[src/pkg/ratio_strap_pkg.sv]
// Shared constants and types for the core ratio strap link.
// Assumes a single bus clock domain at 20 MHz and an active-low reset.
package ratio_strap_pkg;
    // Strap code width and the safe default code (2x)
    localparam int STRAP_WIDTH = 4;
    localparam logic [3:0] STRAP_SAFE_CODE = 4'h0;
    // Bus clocks the strap code must stay valid after reset release
    localparam int STRAP_HOLD_CLOCKS = 2;
    // Interrupt-bus clock is one quarter of the bus clock
    localparam int IRQ_CLK_DIVIDE = 4;
    // Bit positions inside the shared strap group
    localparam int BIT_ADDR_WRAP = 0;
    localparam int BIT_IGNORE_NUM = 1;
    localparam int BIT_IRQ0 = 2;
    localparam int BIT_IRQ1 = 3;
    // Device-side sampling phases
    typedef enum logic [2:0] {
        PH_RESET = 3'b001,
        PH_HOLD = 3'b010,
        PH_RUN = 3'b100
    } phase_t;
endpackage

[src/pkg/ratio_strap_if.sv]
// Pin bundle between the processor strap logic and the board multiplexer.
// Assumes both ends share clock; pins are plain synchronous levels.
`timescale 1ns/1ps
`default_nettype none
interface ratio_strap_if;
    import ratio_strap_pkg::*;
    logic [STRAP_WIDTH-1:0] strapPins;
    logic systemReset_n;
    logic powerStable;
    logic interruptBusClockEn;
    modport device (input strapPins, input systemReset_n, input powerStable,
        input interruptBusClockEn);
    modport board (output strapPins, output systemReset_n, output powerStable,
        output interruptBusClockEn);
endinterface
`default_nettype wire

[src/verilog/ratio_strap_device.sv]
// Processor end: latches the core ratio code across reset, then passes
// the shared pins through as compatibility inputs.
// Assumes the board end drives the link in the same clock domain.
`timescale 1ns/1ps
`default_nettype none
// Overview of operation
// - Board changes bus clock only during reset
// - All timing referenced to bus clock rising edge
// - Latch code through reset plus two clocks
// - Afterwards pins are ordinary compatibility inputs
// - Board muxes straps by CMOS-domain reset
// - Unpowered straps default to 2x code
// - Reset-level select ignores compatibility inputs
// - One clocked mux per redundant pair
// - Sideband inputs synchronised in redundant mode
// - Board syncs sidebands except power-stable
// - Interrupt clock is quarter bus clock, in redundant mode only
module ratio_strap_device
    import ratio_strap_pkg::*;
(
    // Clock and reset
    input wire logic clock,
    input wire logic rst_n,
    // Link from board
    ratio_strap_if.device link,
    // Mode strap
    input wire logic redundant_pair_mode,
    // Core-side results
    output logic [STRAP_WIDTH-1:0] ratioCode,
    output logic ratioValid,
    output logic addr_wrap_mask_n,
    output logic ignore_numeric_error_n,
    output logic local_irq0_maskable,
    output logic local_irq1_nonmaskable,
    output logic powerStableSeen,
    output logic interruptTick
);
    localparam logic [1:0] HOLD_LAST = 2'(STRAP_HOLD_CLOCKS - 1);
    phase_t phase, next_phase;
    logic [1:0] holdCount, next_holdCount;
    logic [STRAP_WIDTH-1:0] next_ratioCode;
    logic next_ratioValid;
    logic [STRAP_WIDTH-1:0] compat, next_compat;
    logic [STRAP_WIDTH-1:0] syncA, syncB;

    // Phase and ratio capture
    always_comb begin
        next_phase = phase;
        next_holdCount = holdCount;
        next_ratioCode = ratioCode;
        next_ratioValid = ratioValid;
        case (phase)
            PH_RESET: begin
                next_ratioCode = link.strapPins;
                next_holdCount = '0;
                if (link.systemReset_n) begin
                    next_phase = PH_HOLD;
                end
            end
            PH_HOLD: begin
                next_ratioCode = link.strapPins;
                if (!link.systemReset_n) begin
                    next_phase = PH_RESET;
                end else if (holdCount == HOLD_LAST) begin
                    next_phase = PH_RUN;
                    next_ratioValid = 1'b1;
                end else begin
                    next_holdCount = holdCount + 2'h1;
                end
            end
            PH_RUN: begin
                if (!link.systemReset_n) begin
                    next_phase = PH_RESET;
                    next_ratioValid = 1'b0;
                end
            end
            default: next_phase = PH_RESET;
        endcase
    end

    // Sampled on the bus clock rising edge only
    always_ff @(posedge clock or negedge rst_n) begin
        if (!rst_n) begin
            phase <= PH_RESET;
            holdCount <= '0;
            ratioCode <= STRAP_SAFE_CODE;
            ratioValid <= 1'b0;
        end else begin
            phase <= next_phase;
            holdCount <= next_holdCount;
            ratioCode <= next_ratioCode;
            ratioValid <= next_ratioValid;
        end
    end

    // Two-stage synchroniser for asynchronous sideband use
    always_ff @(posedge clock or negedge rst_n) begin
        if (!rst_n) begin
            syncA <= '0;
            syncB <= '0;
        end else begin
            syncA <= link.strapPins;
            syncB <= syncA;
        end
    end

    // Redundant pair already gets synchronised pins, skip the extra latency
    always_comb begin
        next_compat = redundant_pair_mode ? link.strapPins : syncB;
        if (phase != PH_RUN) begin
            next_compat = compat;
        end
    end

    // Compatibility outputs, idle (inactive) from rst_n until the first sampling ends; later resets hold the last values
    always_ff @(posedge clock or negedge rst_n) begin
        if (!rst_n) begin
            compat <= 4'h3;
            addr_wrap_mask_n <= 1'b1;
            ignore_numeric_error_n <= 1'b1;
            local_irq0_maskable <= 1'b0;
            local_irq1_nonmaskable <= 1'b0;
            powerStableSeen <= 1'b0;
            interruptTick <= 1'b0;
        end else begin
            compat <= next_compat;
            addr_wrap_mask_n <= next_compat[BIT_ADDR_WRAP];
            ignore_numeric_error_n <= next_compat[BIT_IGNORE_NUM];
            local_irq0_maskable <= next_compat[BIT_IRQ0];
            local_irq1_nonmaskable <= next_compat[BIT_IRQ1];
            powerStableSeen <= link.powerStable;
            interruptTick <= link.interruptBusClockEn;
        end
    end
endmodule
`default_nettype wire

[src/flat_wrapper.sv]
// flat-port wrapper written by rule: the top's interface ports become plain ports
module ratio_strap_device_flat import ratio_strap_pkg::*;
  (clock, rst_n, redundant_pair_mode, ratioCode, ratioValid, addr_wrap_mask_n, ignore_numeric_error_n, local_irq0_maskable, local_irq1_nonmaskable, powerStableSeen, interruptTick, link_strapPins, link_systemReset_n, link_powerStable, link_interruptBusClockEn);
  ratio_strap_if link_i ();
  input wire logic clock;
  input wire logic rst_n;
  input wire logic redundant_pair_mode;
  output logic [STRAP_WIDTH-1:0] ratioCode;
  output logic ratioValid;
  output logic addr_wrap_mask_n;
  output logic ignore_numeric_error_n;
  output logic local_irq0_maskable;
  output logic local_irq1_nonmaskable;
  output logic powerStableSeen;
  output logic interruptTick;
  input wire logic [$bits(link_i.strapPins)-1:0] link_strapPins;
  input wire logic [$bits(link_i.systemReset_n)-1:0] link_systemReset_n;
  input wire logic [$bits(link_i.powerStable)-1:0] link_powerStable;
  input wire logic [$bits(link_i.interruptBusClockEn)-1:0] link_interruptBusClockEn;
  assign link_i.strapPins = link_strapPins;
  assign link_i.systemReset_n = link_systemReset_n;
  assign link_i.powerStable = link_powerStable;
  assign link_i.interruptBusClockEn = link_interruptBusClockEn;
  ratio_strap_device u_core (.clock(clock), .rst_n(rst_n), .link(link_i), .redundant_pair_mode(redundant_pair_mode), .ratioCode(ratioCode), .ratioValid(ratioValid), .addr_wrap_mask_n(addr_wrap_mask_n), .ignore_numeric_error_n(ignore_numeric_error_n), .local_irq0_maskable(local_irq0_maskable), .local_irq1_nonmaskable(local_irq1_nonmaskable), .powerStableSeen(powerStableSeen), .interruptTick(interruptTick));
endmodule
[config.mk]
export PLATFORM = sky130hd
export DESIGN_NAME = ratio_strap_device_flat
export DESIGN_NICKNAME = d
export VERILOG_FILES = /design/src/pkg/ratio_strap_pkg.sv /design/src/pkg/ratio_strap_if.sv /design/src/verilog/ratio_strap_device.sv /design/src/flat_wrapper.sv
export SDC_FILE = /design/constraint.sdc
export NUM_CORES = 1
export LEC_CHECK = 0
export ABC_CLOCK_PERIOD_IN_PS = 4100
export BUFFER_PORTS_ARGS = -buffer_cell sky130_fd_sc_hd__buf_4
export CORE_ASPECT_RATIO = 0.7
export CORE_UTILIZATION = 45
export CTS_CLUSTER_SIZE = 10
export DETAILED_ROUTE_END_ITERATION = 8
export GPL_TIMING_DRIVEN = 0
export PLACE_DENSITY = 0.72
export SKIP_LAST_GASP = 1
export SLEW_MARGIN = 10
export SYNTH_ARGS = -nofsm -noshare
export SYNTH_HDL_FRONTEND = slang
export SYNTH_SLANG_ARGS = --single-unit
[constraint.sdc]
create_clock -name clock -period 4.1 [get_ports clock]
set_clock_uncertainty 0.15 [all_clocks]
set_input_delay 1.23 -clock clock [delete_from_list [all_inputs] [get_ports clock]]
set_output_delay 1.23 -clock clock [all_outputs]
set_load 0.02 [all_outputs]
---- Word level (Yosys, flattened, before mapping) ----
Cells that the tools add are included.
storage, ports and cells
  flip-flop bits (word level) ............. 28
  input port bits ......................... 10
  output and inout port bits .............. 11
  logic and storage cells ................. 45
operators by class
  $add $sub $neg .......................... 1
  equal/unequal tests ..................... 11
  multiplexer cells ....................... 14
  reductions and logical operators ........ 6
operator list
  operator                                               count
  2-to-1 mux 3 bit                                       4
  case mux 3 bit (3 select lines)                        1
  2-to-1 mux 4 bit                                       2
  inequality test 2 bit, second input constant           4
  AND reduction 3 bit                                    2
  2-to-1 mux 2 bit                                       2
  case mux 2 bit (2 select lines)                        1
  AND reduction 4 bit                                    1
  nonzero test 2 bit                                     2
  == test 3 x 1 -> 1 bit, second input constant          1
  == test 3 x 2 -> 1 bit, second input constant          1
  == test 3 bit, second input constant                   1
  2-to-1 mux 1 bit                                       3
  inequality test 3 x 2 -> 1 bit, second input constant  1
  inequality test 3 bit, second input constant           1
  adder 2 x 1 -> 2 bit, second input constant            1
  == test 2 x 1 -> 1 bit, second input constant          1
  inequality test 2 x 1 -> 1 bit, second input constant  1
  case mux 1 bit (2 select lines)                        1
  OR reduction 2 bit                                     1

---- Longest topological paths before layout ----
Gate-level depths: netlist (run 1).
  word-level depth ........................ 4
  depth in mapped cells ................... 5
  mapped depth without buffers ............ 5

---- Least setup slack after synthesis (run 1) ----
OpenSTA, ideal clock, no wires.
  path type ............................... input -> register
  start point ............................. in redundant_pair_mode
  end point ............................... reg u_core.compat[2]
  library setup time ...................... 136 ps
  arrival ................................. 1701 ps
  data required time ...................... 3814 ps
  slack ................................... 2113 ps
  stages .................................. 3
  buffers on the path ..................... 1
  cell sequence ........................... buf_1 > mux2i_1 > a21oi_1
between the ends
  longest elaborated chain between the ends .. 2
ends and longest elaborated chain
  what                  line                       text
  start, declared       flat_wrapper.sv:7          input wire logic redundant_pair_mode;
  2-to-1 mux 4 bit      ratio_strap_device.sv:109  next_compat = redundant_pair_mode ? link.strapPins : syncB;
  2-to-1 mux 4 bit      ratio_strap_device.sv:110  if (phase != PH_RUN) begin
  end signal, assigned  ratio_strap_device.sv:126  compat <= next_compat;
  end, declared         ratio_strap_device.sv:43   logic [STRAP_WIDTH-1:0] compat, next_compat;
No other way between the ends.
A chain may end at the register's enable or synchronous reset.

==> results of run 1 <==
layer usage:
layer / share of wire / vias up
li1: - / 287
met2: 0.45 / 17
met5: 0 / -
met1: 0.49 / 259
met3: 0.046 / 4
met4: 0.014 / 0
final timing paths:
kind                       cells after the start              from  slack, ps                endpoint
max                                            1  u_core.compat[1]       1720  ignore_numeric_error_n
min                                            0   u_core.syncA[0]        210         u_core.syncB[0]
max reg2reg                                    4   u_core.phase[0]       2590     u_core.ratioCode[1]
min reg2reg                                    0   u_core.syncA[0]        210         u_core.syncB[0]
max in group asynchronous                      1             rst_n       2880         u_core.phase[0]
min in group asynchronous                      1             rst_n        640         u_core.syncB[3]
placed cells by master (no fill, tap or decap), types with 2 or more instances in the layout:
master	synthesis	routed
o21ai_0	3	3
buf_4	1	20
nand2_1	4	4
dfrtp_1	21	21
nand2b_1	2	2
mux2i_1	6	6
nor2_1	4	4
dfstp_2	3	3
nand2b_4	2	2
a21oi_1	5	5
mux2_2	5	5
buf_6	2	2
clkbuf_4	0	3
stage by stage:
stage          cells  setup WS, ps  hold WS, ps   util  instance area (µm²)
5_1_grt          115          1680          229  0.609                 1190
3_5_place_dp     111          1970          185  0.590                 1150
2_1_floorplan     70          2110          181      -                  982
4_1_cts          115          1710          217  0.609                 1190
6_report         115          1720          207  0.609                 1190
3_3_place_gp     111          1990          182  0.590                 1150
cells in the mapped netlist, types with 2 or more instances:
cell type / n / area share
buf_6: 2 / 0.023
nand2_1: 4 / 0.015
dfstp_2: 3 / 0.080
nor2_1: 4 / 0.015
nand2b_4: 2 / 0.028
mux2_2: 5 / 0.057
a21oi_1: 5 / 0.025
dfrtp_1: 21 / 0.54
nand2b_1: 2 / 0.013
o21ai_0: 3 / 0.015
mux2i_1: 6 / 0.061
cell type report:
cell class | count | area [µm²]
well taps | 22 | 27.5
plain buffers | 4 | 33.8
flip-flops and latches | 24 | 604
fillers | 163 | 763
repair buffers | 19 | 143
clock buffers | 4 | 36.3
inverters | 1 | 3.75
multi-input cells | 41 | 340
cells by family (layout without fill, tap and decap cells):
| logic type | count (synthesis) | count (layout) | share of synthesized area |
|---|---|---|---|
| flops | 24 | 24 | 0.615 |
| simple gates | 19 | 19 | 0.149 |
| mux | 11 | 11 | 0.118 |
| compound gates | 8 | 8 | 0.0408 |
| buf+inv | 5 | 28 | 0.0382 |
| xor+xnor | 2 | 2 | 0.0255 |
| fa+ha+maj | 1 | 1 | 0.0127 |
state kept, by name (all words and copies together) (netlist names):
name                    cells
u_core.compat               4
u_core.ratioCode            4
u_core.syncA                4
u_core.syncB                4
u_core.phase                3
u_core.holdCount            2
u_core.interruptTick        1
u_core.powerStableSeen      1
u_core.ratioValid           1
power breakdown:
part	total, mW	internal, mW	switching (mW)
logic	0.132	0.0665	0.0650
clock network	0.122	0.0542	0.0676
registers	0.274	0.262	0.0115
total	0.527	0.383	0.144
==> metrics, run 1 <==
total power 0.527 mW; ys flop type dfrtp_1; Setup crit start kind flop; vias in the first global route 498; Leak 0.528 nW; HPWL Detailed 1.14 mm; PostCTS Resize Cnt 0; reported max-cap violation count 0; IO Pins 21; crit-path cells buf_4; Worst EP required 2720 ps; warnings from Yosys 0; drt pass-1 iters 6; CTS tree done; cell family with most CP delay flip-flops; Post-synth EDFFs 0; distinct cell type count of the synthesized netlist 24; WS Path Type flop to primary output; global route hottest layer met2; Post-synth ARST share 1.00; worst slew pin tran 317 ps; failing checks DRC; worst hold path class flop to flop; # DRC 1; status complete, but fails checks; via count 567; syn avg cell area 14.0 µm²; Worst Path Buf+Inv 1; H-tree levels 1; die area 2380 µm²; initial antenna violation count 0; fraction of layout cells with a size suffix above 1 0.441; Power Dens Cells 444 nW/µm²; clock root cell clkbuf_4; Crit path largest cell delay 550 ps; initial drt markers 9; Setup Buffers After CTS 0; GR Util met1 0.176; RSZ-0062 raised after global routing false; CTS sink count 24; Mapped Area 982 µm²; Antenna Cells 0; # rows 13; Placer Congestion 0.698; hold bufs inserted after CTS 0; maximum clock rate 421 MHz; Max clock buf depth 2; Final setup viols 0; GRT met3 Usage 0.0473; Fin. Hold Viols 0; GR Util met2 0.256; Crit. End Element primary output; first-pass GRT wire length 2.39 mm; Synth-to-Final Area Change 21.0%; CTS Buf Count 3; GRT Util Overall 0.147; antenna-violating nets left 0; Layout Nets 105; Initial Utilization 0.503; WL/cell 13.4 µm; DRT Wirelength 1.54 mm; die height 41.1 µm; clock transition at the registers of the reported paths 130 ps; max_slew headroom 0.789; register area share after synthesis 0.615; Worst-Skew Late Latency 310 ps; synthesized instance count 70; setup TNS after final layout 0 ps; Port Buffers 19; largest net degree at the start of global routing 25; Max IR drop VDD 0.297 mV; #FFs+latches synth 24; Final Max Slew Viols 0; crit share post-route 0.579; GRT overflow 0; synthesized net count 81; Worst Path Arrival 1000 ps; Final min period 2380 ps; Core Area 1950 µm²; critical path fanouts, max 2; die span in x 57.8 µm; Crit-path slowest cell dfstp_2; vias per cell 4.93
Note: power is estimated with default switching activity, not from simulation.
==> run 2, diff against run 1 <==
ABC_CLOCK_PERIOD_IN_PS = 1910   (was 4100)
PLACE_DENSITY = 0.75   (was 0.72)
clock period = 1.91 ns   (was 4.1 ns; I/O delays follow)
==> run 2 against run 1 <==
Against the previous run: the flow still finishes with violations (DRC); cell count rose by 0.87%; critical path depth did not move; sequential share of layout area fell by 1.1 points; wire length rose by 2.2%; critical path type unchanged; largest cell class unchanged.
==> metrics, run 2 (same netlist as run 1, synthesis figures left out) <==
die span in x 57.8 µm; Port Buffers 19; flop-to-flop setup slack 400 ps; Final setup viols 0; Synth-to-Final Area Change 23.7%; GRT Util Overall 0.162; Worst Path Arrival 990 ps; Fin. Hold Viols 0; Final Max Slew Viols 0; Sw Ratio 0.254; Setup WS post-layout 201 ps; drt pass-1 iters 6; DRT Wirelength 1.57 mm; Leak 0.539 nW; clock root cell clkbuf_4; HPWL Detailed 1.13 mm; GRT overflow 0; WL/cell 13.6 µm; initial antenna violation count 0; initial drt markers 3; Seq pwr share 0.477; via count 569; H-tree levels 1; Worst-Skew Late Latency 320 ps; reported max-cap violation count 0; hold path depth 1; cell family with most CP delay flip-flops; WS Path Type flop to primary output; WHS Endpoint u_core.powerStableSeen; IO Pins 21; critical path fanouts, max 2; Worst EP required 1190 ps; Crit path largest cell delay 550 ps; PostCTS Resize Cnt 0; crit-path cells buf_4; Max clock buf depth 2; CTS tree done; Crit-path slowest cell dfstp_2; crit share post-route 0.895; failing checks DRC; Placer Congestion 0.696; worst slew pin tran 309 ps; CTS sink count 24; Crit. End Element primary output; worst hold path class primary input to flop; Final min period 1710 ps; fraction of layout cells with a size suffix above 1 0.436; die height 41.1 µm; largest net degree at the start of global routing 25; Core Area 1950 µm²; FF-to-FF Start u_core.phase[0]; Setup crit start kind flop; most frequent cells in the layout 21 x dfrtp_1, 20 x buf_4, 6 x mux2i_1; # DRC 1; die area 2380 µm²; Worst R2R Path Depth 4; status complete, but fails checks; clock transition at the registers of the reported paths 130 ps; Fillers 159; antenna-violating nets left 0; Initial Utilization 0.503; Layout Nets 106; Antenna Cells 0; setup TNS after final layout 0 ps; Pint 0.920 mW; hold path start link_powerStable; most common cell after layout, fill and taps aside dfrtp_1; first-pass GRT wire length 2.56 mm; Combinational Power Share 0.233; Max IR drop VDD 0.720 mV; vias per cell 4.91; Power Dens Cells 1010 nW/µm²; dpl ws 417 ps; RR Endpoint u_core.ratioCode[3]; maximum clock rate 585 MHz; RSZ-0062 raised after global routing false; clock network power share 0.290; vias in the first global route 550; max_slew headroom 0.794; net load switching power 0.313 mW; CTS Buf Count 3; Worst Path Buf+Inv 1; # rows 13
==> run 2: changes by cell type in the layout (fill, tap and decap cells not counted), sizes merged <==
cell         previous run  this run
clkbuf                  4         3
bufinv                  0         1
dlygate4sd3             0         1
==> run 2: per-layer routing <==
| layer | vias to the layer above | GRT usage | routed length (µm) |
|---|---|---|---|
| li1 | 285 | - | - |
| met4 | 0 | 0.0714 | 16 |
| met2 | 15 | 0.282 | 768 |
| met3 | 3 | 0.0473 | 62 |
| met5 | - | 0 | 0 |
| met1 | 266 | 0.194 | 725 |
==> run 2: power by group through the flow <==
stage | registers, mW | logic (mW) | clock network [mW]
2_1_floorplan | 0.637 | 0.144 | 0
3_3_place_gp | 0.594 | 0.281 | 0
3_5_place_dp | 0.598 | 0.286 | 0
4_1_cts | 0.589 | 0.290 | 0.372
5_1_grt | 0.594 | 0.309 | 0.385
6_report | 0.588 | 0.287 | 0.358
==> run 2: layout make-up <==
| type | instances | area (µm²) | area share |
|---|---|---|---|
| repair buffers | 20 | 153 | 0.126 |
| well taps | 22 | 27.5 | 0.0227 |
| clock buffers | 3 | 22.5 | 0.0185 |
| plain buffers | 4 | 33.8 | 0.0278 |
| clock inverters | 1 | 30.0 | 0.0247 |
| inverters | 1 | 3.75 | 0.00309 |
| multi-input cells | 41 | 340 | 0.280 |
| flip-flops and latches | 24 | 604 | 0.497 |
==> run 2: what timing repair did <==
action                    in CTS  in global routing
hold buffers                   1                  0
hold endpoints to repair      21                  0
buffers inserted               0                  0
==> run 2: worst max path at each step <==
stage / from / endpoint / slack, ps / depth (start not counted)
after floorplan: u_core.phase[0] / u_core.ratioCode[0] / 480 / 4
after global routing: u_core.compat[1] / ignore_numeric_error_n / 160 / 1
after CTS: u_core.compat[1] / ignore_numeric_error_n / 180 / 1
final: u_core.compat[1] / ignore_numeric_error_n / 200 / 1
after global placement: u_core.phase[0] / u_core.ratioCode[3] / 430 / 4
after detailed placement: u_core.phase[0] / u_core.ratioCode[3] / 420 / 4
==> run 2: metrics by stage <==
stage	hold WS, ps	power, mW	cell area (µm²)	utilization	cells
detailed placement	186	0.884	1150	0.590	111
finish	201	1.23	1210	0.622	116
floorplan	127	0.781	982	-	70
CTS	186	1.25	1210	0.622	116
global route	174	1.29	1210	0.622	116
global placement	182	0.876	1150	0.590	111
==> run 3, diff against run 2 <==
CORE_MARGIN = 2   (was default)
==> run 3 against run 2 <==
Against the previous run: the run now ends clean; global-route usage shrank 2.2 points; power shrank 0.15%; sequential share of layout area shrank 0.10 points; worst setup slack lost 9.8 ps; critical path type unchanged; critical endpoint unchanged; largest cell class unchanged.
==> metrics, run 3 (same netlist as run 1, synthesis figures left out) <==
Leak 0.539 nW; Initial Utilization 0.467; Setup crit start kind flop; Port Buffers 19; Layout Nets 106; uppermost routed layer met4; drt pass-1 iters 2; H-tree levels 1; CTS sink count 24; # DRC 0; first-pass GRT wire length 2.64 mm; via count 592; antenna-violating nets left 0; largest net degree at the start of global routing 25; Placer Congestion 0.773; Antenna Cells 0; Max clock buf depth 2; routed wl met2 782 µm; Worst EP required 1190 ps; IO Pins 21; Crit-path slowest cell dfstp_2; most common cell after layout, fill and taps aside dfrtp_1; Synth-to-Final Area Change 23.9%; status complete, no violations; hold bufs inserted after CTS 1; initial drt markers 3; die area 2580 µm²; crit share post-route 0.900; most frequent cells in the layout 21 x dfrtp_1, 20 x buf_4, 6 x mux2i_1; maximum clock rate 582 MHz; Crit. End Element primary output; Worst Path Arrival 1000 ps; worst hold path class flop to flop; GRT Util Overall 0.140; max_slew headroom 0.786; WL met1 715 µm; die height 43.1 µm; Crit path largest cell delay 550 ps; DRT Wirelength 1.59 mm; clock transition at the registers of the reported paths 120 ps; initial antenna violation count 0; crit-path cells buf_4; Final setup viols 0; RSZ-0062 raised after global routing false; CTS tree done; WS Path Type flop to primary output; Final Max Slew Viols 0; Worst-Skew Late Latency 310 ps; Fin. Hold Viols 0; Worst Path Buf+Inv 1; worst slew pin tran 320 ps; vias in the first global route 611; met3 wire length 78 µm; Final min period 1720 ps; cell family with most CP delay flip-flops; WL/cell 13.5 µm; total power 1.23 mW; Setup Buffers After CTS 0; GRT overflow 0; Power Dens Cells 1010 nW/µm²; setup TNS after final layout 0 ps; # rows 14; PostCTS Resize Cnt 0; vias per cell 5.02; Core Area 2100 µm²; clock root cell clkbuf_4; CTS Buf Count 3; critical path fanouts, max 2; reported max-cap violation count 0; fraction of layout cells with a size suffix above 1 0.436; HPWL Detailed 1.22 mm; die span in x 59.8 µm; Max IR drop VDD 0.643 mV
==> run 3: final cells by class <==
cell class / count / area (µm²)
plain buffers: 4 / 33.8
clock buffers: 3 / 22.5
clock inverters: 1 / 30.0
fillers: 187 / 885
inverters: 1 / 3.75
multi-input cells: 41 / 340
flip-flops and latches: 24 / 604
well taps: 24 / 30.0
repair buffers: 20 / 153
==> run 3: stage by stage <==
| stage | hold WS [ps] | cell area [µm²] | instances | utilization | setup WS [ps] |
|---|---|---|---|---|---|
| detailed placement | 186 | 1150 | 113 | 0.549 | 408 |
| global placement | 182 | 1150 | 113 | 0.549 | 430 |
| global route | 169 | 1220 | 118 | 0.579 | 143 |
| floorplan | 127 | 982 | 70 | - | 481 |
| CTS | 198 | 1220 | 118 | 0.579 | 173 |
| finish | 210 | 1220 | 118 | 0.579 | 192 |
==> run 3: report_power, final <==
part / switching, mW / internal (mW)
Sequential: 0.0243 / 0.563
Combinational: 0.144 / 0.144
Clock: 0.143 / 0.212
Total: 0.311 / 0.920
==> run 3: layer usage <==
layer / global-route usage / vias to the layer above
met5: 0 / -
met4: 0.0400 / 0
met3: 0.0610 / 2
met2: 0.228 / 13
met1: 0.167 / 294
li1: - / 283
==> run 3: worst paths after layout <==
| path | startpoint | to | slack, ps | cells after the start |
|---|---|---|---|---|
| worst max-delay path | u_core.compat[1] | ignore_numeric_error_n | 190 | 1 |
| worst min-delay path | u_core.syncA[3] | u_core.syncB[3] | 210 | 0 |
| worst max register to register | u_core.phase[0] | u_core.ratioCode[1] | 400 | 4 |
| worst min register to register | u_core.syncA[3] | u_core.syncB[3] | 210 | 0 |
| max in group asynchronous | rst_n | u_core.compat[0] | 800 | 2 |
| min in group asynchronous | rst_n | u_core.phase[1] | 530 | 2 |
